File: src/include/arc_pkg.sv
package arc_pkg;
    // ---------------------------------------------------------------
    // Register map
    // ---------------------------------------------------------------
    localparam logic [7:0] ADDR_RATE = 8'h04;
    localparam logic [7:0] ADDR_REF = 8'h05;
    localparam logic [7:0] ADDR_EXC = 8'h06;
    localparam logic [7:0] RESET_RATE = 8'h14;
    localparam logic [7:0] RESET_REF = 8'h10;
    localparam logic [7:0] RESET_EXC = 8'h00;
    localparam logic [7:0] EXC_WRITE_MASK = 8'hcf;
    // ---------------------------------------------------------------
    // Field positions
    // ---------------------------------------------------------------
    localparam int RATE_CHOP_BIT = 7;
    localparam int RATE_CLK_BIT = 6;
    localparam int RATE_MODE_BIT = 5;
    localparam int RATE_FILTER_BIT = 4;
    localparam int REF_POS_BUF_BIT = 5;
    localparam int REF_NEG_BUF_BIT = 4;
    localparam int EXC_RAIL_BIT = 7;
    localparam int EXC_SWITCH_BIT = 6;
    // ---------------------------------------------------------------
    // Field codes
    // ---------------------------------------------------------------
    localparam logic [3:0] RATE_CODE_RESERVED = 4'hf;
    localparam logic [1:0] MON_OFF = 2'h0;
    localparam logic [1:0] MON_LOW = 2'h1;
    localparam logic [1:0] MON_LOW_THIRD = 2'h2;
    localparam logic [1:0] MON_LOW_PULL = 2'h3;
    localparam logic [1:0] REFSRC_RESERVED = 2'h3;
    localparam logic [1:0] IREF_OFF = 2'h0;
    localparam logic [1:0] IREF_ON_PD_OFF = 2'h1;
    localparam logic [1:0] IREF_ALWAYS = 2'h2;
    localparam logic [3:0] EXC_CURRENT_OFF = 4'h0;
    // ---------------------------------------------------------------
    // Conversion sequencer states
    // ---------------------------------------------------------------
    typedef enum logic [1:0] {
        ARC_IDLE = 2'b00,
        ARC_CONVERT = 2'b01,
        ARC_DONE = 2'b10
    } arc_conv_state_t;
endpackage : arc_pkg

File: src/verilog/arc_config.sv
// Functional notes
// RULE1 - Rate register at 04h, reset 14h
// RULE2 - Bit 7 enables global chop, averaging pairs
// RULE3 - Bit 6 selects internal or external clock
// RULE4 - Bit 5: continuous or single-shot conversions
// RULE5 - Bit 4: sinc3 or low-latency filter
// RULE6 - Bits 3:0 set data rate; 1111 reserved
// RULE7 - Reference monitor field modes in bits 7:6
// RULE8 - Bit 5 bypasses positive reference buffer
// RULE9 - Bit 4 bypasses negative reference buffer
// RULE10 - Bits 3:2 select reference source
// RULE11 - Bits 1:0 control internal reference power
// RULE12 - Host bypasses buffers with internal reference
// RULE13 - Host enables reference before excitation currents
// RULE14 - Reference register at 05h, reset 10h
// RULE15 - Excitation register at 06h, reset 00h
// RULE16 - Switch closes on bit, opens in power-down
// RULE17 - Magnitude field sets both currents; 0 off
// RULE18 - Rail monitor enable bit, off at reset
// RULE19 - Excitation bits 5:4 ignore writes, read zero
`timescale 1ns/1ps
module arc_config
    import arc_pkg::*;
(
    input wire logic clk,
    input wire logic reset,
    input wire logic reg_write,
    input wire logic reg_read,
    input wire logic [7:0] reg_addr,
    input wire logic [7:0] reg_wdata,
    input wire logic power_down,
    input wire logic start_conversion,
    input wire logic sample_done,
    output logic [7:0] reg_rdata,
    output logic chop_enable,
    output logic chop_swap,
    output logic external_clock_select,
    output logic single_shot_mode,
    output logic low_latency_filter,
    output logic [3:0] output_rate_code,
    output logic rate_code_valid,
    output logic converting,
    output logic ref_low_threshold_monitor,
    output logic ref_third_span_monitor,
    output logic ref_pull_together,
    output logic pos_ref_buffer_bypass,
    output logic neg_ref_buffer_bypass,
    output logic [1:0] reference_input_select,
    output logic reference_select_valid,
    output logic internal_ref_on,
    output logic output_rail_monitor_enable,
    output logic low_side_switch_close,
    output logic [3:0] excitation_current_magnitude
);
    // ---------------------------------------------------------------
    // Register storage
    // ---------------------------------------------------------------
    logic [7:0] conversion_rate_config;
    logic [7:0] reference_config;
    logic [7:0] excitation_magnitude_config;

    always_ff @(posedge clk) begin
        if (reset) begin
            conversion_rate_config <= RESET_RATE; // [RULE1]
        end else if (reg_write && reg_addr == ADDR_RATE) begin
            conversion_rate_config <= reg_wdata; // [RULE1]
        end
    end

    always_ff @(posedge clk) begin
        if (reset) begin
            reference_config <= RESET_REF; // [RULE14]
        end else if (reg_write && reg_addr == ADDR_REF) begin
            reference_config <= reg_wdata; // [RULE14]
        end
    end

    always_ff @(posedge clk) begin
        if (reset) begin
            excitation_magnitude_config <= RESET_EXC; // [RULE15]
        end else if (reg_write && reg_addr == ADDR_EXC) begin
            // Reserved bits dropped on the way in
            excitation_magnitude_config <= reg_wdata & EXC_WRITE_MASK; // [RULE19]
        end
    end

    // ---------------------------------------------------------------
    // Read port
    // ---------------------------------------------------------------
    // Unmapped addresses read zero; data stands until next read
    always_ff @(posedge clk) begin
        if (reset) begin
            reg_rdata <= 8'h00;
        end else if (reg_read) begin
            case (reg_addr)
                ADDR_RATE: reg_rdata <= conversion_rate_config;
                ADDR_REF: reg_rdata <= reference_config;
                ADDR_EXC: reg_rdata <= excitation_magnitude_config & EXC_WRITE_MASK; // [RULE19]
                default: reg_rdata <= 8'h00;
            endcase
        end
    end

    // ---------------------------------------------------------------
    // Decoded controls
    // ---------------------------------------------------------------
    always_ff @(posedge clk) begin
        if (reset) begin
            external_clock_select <= RESET_RATE[RATE_CLK_BIT];
            single_shot_mode <= RESET_RATE[RATE_MODE_BIT];
            low_latency_filter <= RESET_RATE[RATE_FILTER_BIT];
            output_rate_code <= RESET_RATE[3:0];
            rate_code_valid <= 1'b1;
            chop_enable <= RESET_RATE[RATE_CHOP_BIT];
        end else begin
            chop_enable <= conversion_rate_config[RATE_CHOP_BIT]; // [RULE2]
            external_clock_select <= conversion_rate_config[RATE_CLK_BIT]; // [RULE3]
            single_shot_mode <= conversion_rate_config[RATE_MODE_BIT]; // [RULE4]
            low_latency_filter <= conversion_rate_config[RATE_FILTER_BIT]; // [RULE5]
            output_rate_code <= conversion_rate_config[3:0]; // [RULE6]
            rate_code_valid <= conversion_rate_config[3:0] != RATE_CODE_RESERVED; // [RULE6]
        end
    end

    always_ff @(posedge clk) begin
        if (reset) begin
            ref_low_threshold_monitor <= 1'b0;
            ref_third_span_monitor <= 1'b0;
            ref_pull_together <= 1'b0;
            pos_ref_buffer_bypass <= RESET_REF[REF_POS_BUF_BIT];
            neg_ref_buffer_bypass <= RESET_REF[REF_NEG_BUF_BIT];
            reference_input_select <= RESET_REF[3:2];
            reference_select_valid <= 1'b1;
            internal_ref_on <= 1'b0;
        end else begin
            ref_low_threshold_monitor <= reference_config[7:6] != MON_OFF; // [RULE7]
            ref_third_span_monitor <= reference_config[7:6] == MON_LOW_THIRD; // [RULE7]
            ref_pull_together <= reference_config[7:6] == MON_LOW_PULL; // [RULE7]
            pos_ref_buffer_bypass <= reference_config[REF_POS_BUF_BIT]; // [RULE8]
            neg_ref_buffer_bypass <= reference_config[REF_NEG_BUF_BIT]; // [RULE9]
            reference_input_select <= reference_config[3:2]; // [RULE10]
            reference_select_valid <= reference_config[3:2] != REFSRC_RESERVED; // [RULE10]
            // Reserved code treated as off
            internal_ref_on <= (reference_config[1:0] == IREF_ALWAYS) ||
                (reference_config[1:0] == IREF_ON_PD_OFF && !power_down); // [RULE11]
        end
    end

    always_ff @(posedge clk) begin
        if (reset) begin
            output_rail_monitor_enable <= 1'b0;
            low_side_switch_close <= 1'b0;
            excitation_current_magnitude <= EXC_CURRENT_OFF;
        end else begin
            output_rail_monitor_enable <= excitation_magnitude_config[EXC_RAIL_BIT]; // [RULE18]
            // Power-down wins over the switch bit
            low_side_switch_close <= excitation_magnitude_config[EXC_SWITCH_BIT] &&
                !power_down; // [RULE16]
            excitation_current_magnitude <= excitation_magnitude_config[3:0]; // [RULE17]
        end
    end

    // ---------------------------------------------------------------
    // Conversion sequencing
    // ---------------------------------------------------------------
    // Continuous runs until power-down; single-shot stops after one
    // result, or one chopped pair when chop is on.
    arc_conv_state_t state;
    logic pair_second;

    always_ff @(posedge clk) begin
        if (reset) begin
            state <= ARC_IDLE;
        end else begin
            case (state)
                ARC_IDLE: begin
                    if (start_conversion && !power_down) begin
                        state <= ARC_CONVERT;
                    end
                end
                ARC_CONVERT: begin
                    if (power_down) begin
                        state <= ARC_IDLE;
                    end else if (sample_done && single_shot_mode &&
                                 (!chop_enable || pair_second)) begin // [RULE4]
                        state <= ARC_DONE;
                    end
                end
                ARC_DONE: begin
                    state <= ARC_IDLE;
                end
                default: begin
                    state <= ARC_IDLE;
                end
            endcase
        end
    end

    // Input polarity flips every sample while chopping
    always_ff @(posedge clk) begin
        if (reset) begin
            pair_second <= 1'b0;
        end else if (state != ARC_CONVERT || !chop_enable) begin
            pair_second <= 1'b0;
        end else if (sample_done) begin
            pair_second <= !pair_second; // [RULE2]
        end
    end

    always_ff @(posedge clk) begin
        if (reset) begin
            converting <= 1'b0;
            chop_swap <= 1'b0;
        end else begin
            converting <= state == ARC_CONVERT;
            chop_swap <= pair_second;
        end
    end

    // ---------------------------------------------------------------
    // Checks
    // ---------------------------------------------------------------
    a_rate_reset: assert property (@(posedge clk)
        $fell(reset) |-> conversion_rate_config == RESET_RATE) // [RULE1]
        else $error("rate register reset value wrong");
    a_ref_reset: assert property (@(posedge clk)
        $fell(reset) |-> reference_config == RESET_REF) // [RULE14]
        else $error("reference register reset value wrong");
    a_exc_write: assert property (@(posedge clk) disable iff (reset)
        reg_write && reg_addr == ADDR_EXC |=> excitation_magnitude_config[5:4] == 2'h0 &&
        excitation_magnitude_config[3:0] == $past(reg_wdata[3:0])) // [RULE15]
        else $error("excitation register write wrong");
    a_exc_read_zero: assert property (@(posedge clk) disable iff (reset)
        reg_read && reg_addr == ADDR_EXC |=> reg_rdata[5:4] == 2'h0) // [RULE19]
        else $error("reserved bits read nonzero");
    a_switch_pd: assert property (@(posedge clk) disable iff (reset)
        power_down |=> !low_side_switch_close) // [RULE16]
        else $error("switch closed in power-down");
    a_rate_decode: assert property (@(posedge clk) disable iff (reset)
        reg_write && reg_addr == ADDR_RATE |-> ##2 single_shot_mode == $past(reg_wdata[5], 2)
        && output_rate_code == $past(reg_wdata[3:0], 2)) // [RULE4]
        else $error("rate fields not decoded");
    a_monitor_third: assert property (@(posedge clk) disable iff (reset)
        ref_third_span_monitor |-> ref_low_threshold_monitor && !ref_pull_together) // [RULE7]
        else $error("monitor decode inconsistent");
    a_iref_pd: assert property (@(posedge clk) disable iff (reset)
        $past(reference_config[1:0]) == IREF_ON_PD_OFF && $past(power_down)
        |-> !internal_ref_on) // [RULE11]
        else $error("internal reference on in power-down");
    a_chop_toggle: assert property (@(posedge clk) disable iff (reset)
        state == ARC_CONVERT && chop_enable && sample_done && !power_down
        |=> pair_second != $past(pair_second)) // [RULE2]
        else $error("chop polarity did not flip");

    c_single_shot: cover property (@(posedge clk) disable iff (reset)
        state == ARC_CONVERT ##1 state == ARC_DONE);
    c_chop_pair: cover property (@(posedge clk) disable iff (reset)
        chop_swap ##1 !chop_swap);
    c_switch_closed: cover property (@(posedge clk) disable iff (reset)
        low_side_switch_close ##1 !low_side_switch_close);
endmodule : arc_config
File: config.mk
export PLATFORM = sky130hd
export DESIGN_NAME = arc_config
export DESIGN_NICKNAME = d
export VERILOG_FILES = /design/src/include/arc_pkg.sv /design/src/verilog/arc_config.sv
export SDC_FILE = /design/constraint.sdc
export NUM_CORES = 1
export LEC_CHECK = 0
export ABC_AREA = 1
export ABC_CLOCK_PERIOD_IN_PS = 1520
export BUFFER_PORTS_ARGS = -buffer_cell sky130_fd_sc_hd__buf_2
export CAP_MARGIN = 20
export CORE_MARGIN = 8
export CORE_UTILIZATION = 40
export CTS_CLUSTER_SIZE = 24
export DETAILED_ROUTE_END_ITERATION = 8
export GPL_ROUTABILITY_DRIVEN = 0
export PLACE_DENSITY = 0.69
export SLEW_MARGIN = 20
export SYNTH_ARGS = -nofsm -noshare
export SYNTH_HDL_FRONTEND = slang
export SYNTH_SLANG_ARGS = --single-unit
File: constraint.sdc
create_clock -name clk -period 1.52 [get_ports clk]
set_input_delay 0.304 -clock clk [delete_from_list [all_inputs] [get_ports clk]]
set_output_delay 0.304 -clock clk [all_outputs]
set_load 0.02 [all_outputs]
# Yosys cells after proc, flatten, opt, wreduce, memory -nomap -nowiden
# Index checks and enable logic that the tools add are counted.
[classes]
mux = 5
n_eq_ne = 13
n_reduce_logical = 18
[op_table]
columns = ["operator", "n"]
rows = [
  ["8-bit by 3-bit == test with 1-bit output, second input constant", 3],
  ["8-bit case mux with 3 select lines", 1],
  ["1-bit logical AND", 8],
  ["2-bit == test, second input constant", 3],
  ["2-bit 2-to-1 mux", 3],
  ["2-bit by 1-bit == test with 1-bit output, second input constant", 2],
  ["2-bit inequality test, second input constant", 2],
  ["4-bit inequality test, second input constant", 1],
  ["2-bit case mux with 2 select lines", 1],
  ["1-bit zero test", 3],
  ["1-bit logical OR", 3],
  ["3-bit inequality test, second input constant", 1],
  ["2-bit zero test", 1],
  ["2-bit by 1-bit inequality test with 1-bit output, second input constant", 1],
  ["2-bit AND reduction", 1],
  ["2-bit nonzero test", 1],
  ["2-bit OR reduction", 1],
]
[word_totals]
elab_cells = 61
out_inout_bits = 34
register_bits = 59
inputBits = 23

# Depth between registers and ports, before layout
[depth]
ltp_word = 6
mapped_depth = 8
depth_no_buf = 7

# Worst setup path before layout
# OpenSTA, ideal clock, no wires.
[synth_path]
path_kind = "input to register"
startpoint = "in reg_addr[1]"
endpoint = "reg reference_config[5]"
slack_ns = 0.374
setup_ns = 0.115
t_required_ns = 1.405
path_stages = 7
t_arrival_ns = 1.031
n_path_buf = 1
cell_sequence = "inv_1 > nand2_1 > nor2_8 > nand3_4 > buf_6 > o21ai_2 > a21oi_2"
[synth_between]
elab_chain_len = 2
[synth_rtl]
columns = ["element", "line_no", "rtl"]
rows = [
  ["from (decl)", "arc_config.sv:29", "input wire logic [7:0] reg_addr,"],
  ["8-bit by 3-bit == test with 1-bit output", "arc_config.sv:73", "end else if (reg_write && reg_addr == ADDR_REF) begin"],
  ["1-bit logical AND", "arc_config.sv:73", ""],
  ["to (signal assigned)", "arc_config.sv:74", "reference_config <= reg_wdata;"],
  ["to (decl)", "arc_config.sv:59", "logic [7:0] reference_config;"],
]
# Every way passes these cells.
# A chain may end at the register's enable or synchronous reset.

# Worst setup path after layout
[layout_path]
startpoint = "reg chop_enable"
endpoint = "out chop_enable"
[layout_rtl]
columns = ["element", "line_no", "rtl"]
rows = [
  ["from (decl)", "arc_config.sv:35", "output logic chop_enable,"],
  ["from (signal assigned)", "arc_config.sv:114", "chop_enable <= RESET_RATE[RATE_CHOP_BIT];"],
  ["from (signal assigned)", "arc_config.sv:116", "chop_enable <= conversion_rate_config[RATE_CHOP_BIT];"],
]
# No word-level cell between the ends.

==> results.json <==
{
  "slew_violations": 0,
  "grt_start_max_net_pins": 26,
  "path_buf_inv": 1,
  "io_pins": 57,
  "regArea_um2": 1180,
  "slew_headroom": 0.785,
  "synth_top_area_share": 0.530,
  "core_area_um2": 5440,
  "synth_nets": 278,
  "setup_viol": 0,
  "clockBufferDepth": 2,
  "synthMuxAreaShare": 0,
  "multi_input_area_um2": 833,
  "grt.overflow.total": 0,
  "rows": 27,
  "post_cts_buffers": 0,
  "drc": 0,
  "synth_ff_type": "dfxtp_1",
  "holdWs_ps": 180,
  "synth_top_cells_by_count": "dfxtp_1, inv_1, nand2_1, nand3_1, a21oi_1",
  "firstDrtPassIters": 4,
  "cts-resized-gates": 0,
  "ys_warn_count": 0,
  "arrival_ps": 860,
  "yosys.area_share.simple": 0.233,
  "yosysUniqueCellTypes": 26,
  "crit_path_end_kind": "output port",
  "path_class": "flop to output port",
  "dp.cells": 377,
  "cellLeakagePower_uw": 0.00124,
  "cts-buffers-inserted": 9,
  "fin_area_um2": 2810,
  "start_util": 0.409,
  "track_usage": 0.132,
  "crit_fanout": 3,
  "crit_required_ps": 1220,
  "crit_slowest_cell": "dfxtp_1",
  "clk_latency_ps": 330,
  "stdcell_count": 393,
  "hpwl_um": 3750,
  "placed_area_um2": 2570,
  "r2r_slack_ps": 660,
  "yosysMostFrequentCell": "dfxtp_1",
  "synth_compound_area_frac": 0.141,
  "max_stage_delay_ps": 350,
  "fin_crit_ps": 1160,
  "routedWlPerCell_um": 12.7,
  "rsz0062_at_grt": "false",
  "synth_edf_count": 0,
  "synth_xor_area_frac": 0,
  "synth_top_family_by_area": "simple AND/OR/NAND/NOR gates",
  "fin_worst_skew_ps": 9.78,
  "synth_top_cell_by_area": "dfxtp_1",
  "dieArea_um2": 8210,
  "ys_ff_latch": 59,
  "nets": 339,
  "synthTopCellsByArea": "dfxtp_1, nand3_1, a21oi_1, inv_1, nand2_1",
  "p_per_area_nw_per_um2": 1220,
  "status": "finished clean",
  "yosysSeqAreaShare": 0.530,
  "htree_levels": 3,
  "antenna_found_initial": 0,
  "detail-route-antenna-nets": 0,
  "holdBufCountCts": 0,
  "worstHoldPathType": "input pin to flop",
  "syn_inst": 255,
  "fin_util": 0.516,
  "cts_root_buffer": "clkbuf_8",
  "hold_viol_final": 0,
  "fmax_mhz": 859,
  "irDropWorstVdd_mv": 0.558,
  "synthAdderAreaFrac": 0,
  "viasPerCell": 4.64,
  "die_w_um": 90.6,
  "area_growth_pct": 26.1,
  "finalSetupTns_ps": 0,
  "layout-drive-gt1-share": 0.305,
  "cp_top_family": "flip-flops",
  "dieHeight_um": 90.6,
  "wirelength_um": 5010,
  "grt_pass1_wl_um": 8540,
  "clk_pin_slew_worst_paths_ps": 60,
  "clock-sinks": 59,
  "num_vias": 1822,
  "port-buffer-count": 56,
  "tritoncts": "yes",
  "worstMarginPinSlew_ps": 314,
  "avgSynthCellArea_um2": 8.73,
  "cap_viol_max_count": 0,
  "num_antenna_cells": 0,
  "synth_area_um2": 2230,
  "drt_iter0_markers": 99,
  "cp-start-kind": "flop",
  "fillers": 532,
  "fin_crit_sh": 0.766,
  "grt_pass1_vias": 1799,
  "crit_path_cell_trace": "buf_2",
  "ys_async_sr_fraction": 0
}
==> registers in the layout, summed over array words and instances, names as in the netlist, 2 cells and up <==
name                          cells
state                             2
reg_rdata                         8
excitation_magnitude_config       6
conversion_rate_config            8
output_rate_code                  4
reference_config                  8
reference_input_select            2
excitation_current_magnitude      4
==> cell type report <==
cell class | count | share of cell area
well taps | 72 | 0.0321
clock buffers | 12 | 0.0517
flip-flops and latches | 59 | 0.420
repair buffers | 61 | 0.118
multi-input cells | 150 | 0.297
clock inverters | 4 | 0.0347
inverters | 35 | 0.0468
==> per-layer routing <==
layer / wire length (um) / GRT usage
met5: 0 / 0
met4: 51 / 0.0721
met3: 309 / 0.0590
met2: 2210 / 0.186
met1: 2440 / 0.162
==> per-stage QoR <==
stage | setup slack (ps) | total power [uW]
finish | 355 | 3430
global route | 301 | 3550
CTS | 336 | 3460
detailed placement | 116 | 1740
global placement | 132 | 1740
floorplan | 374 | 1670
==> placed cells by master (no fill, tap or decap) <==
cell type   count
a2111oi_0       1
a211oi_1        1
a21oi_1        26
a21oi_2         3
buf_12          1
buf_2          56
buf_4           4
bufinv_16       3
clkbuf_1        2
clkbuf_8       10
clkinvlp_4      1
dfxtp_1        59
inv_1          32
inv_2           3
nand2_1        29
nand2_2         1
nand2_4         2
nand3_1        28
nand3_2         3
nand3_4         2
nand4_1         2
nor2_1         20
nor2_4          1
nor2_8          3
nor3_1          1
o211ai_1        2
o21ai_0        12
o21ai_1         8
o21ai_2         3
or2_2           2
==> path summary, 6_finish.rpt <==
check,start,end,depth (start not counted)
worst min-delay path,power_down,low_side_switch_close,2
worst max-delay path,chop_enable,chop_enable,1
worst max register to register,state[1],state[1],6
worst min register to register,reference_config[2],reference_select_valid,1
==> cell families after synthesis <==
kind of cell,after synthesis
AO/OA/AOI/OAI,56
buffers and inverters,46
flip-flops,59
AND/OR/NAND/NOR,94
==> power by group <==
group	switching (uW)	internal, uW	total (uW)
clock network	592	1140	1730
registers	2.25	1550	1550
logic	98.6	52.2	151
total	693	2740	3430
==> worst reg2reg max path: cells and delay by family, from the launching register on <==
kind | cells | cell delay (ps)
buffers and inverters | 2 | 80
AND/OR/NAND/NOR | 4 | 380
flip-flops | 1 | 310
Power figures use the tool's default switching activity.
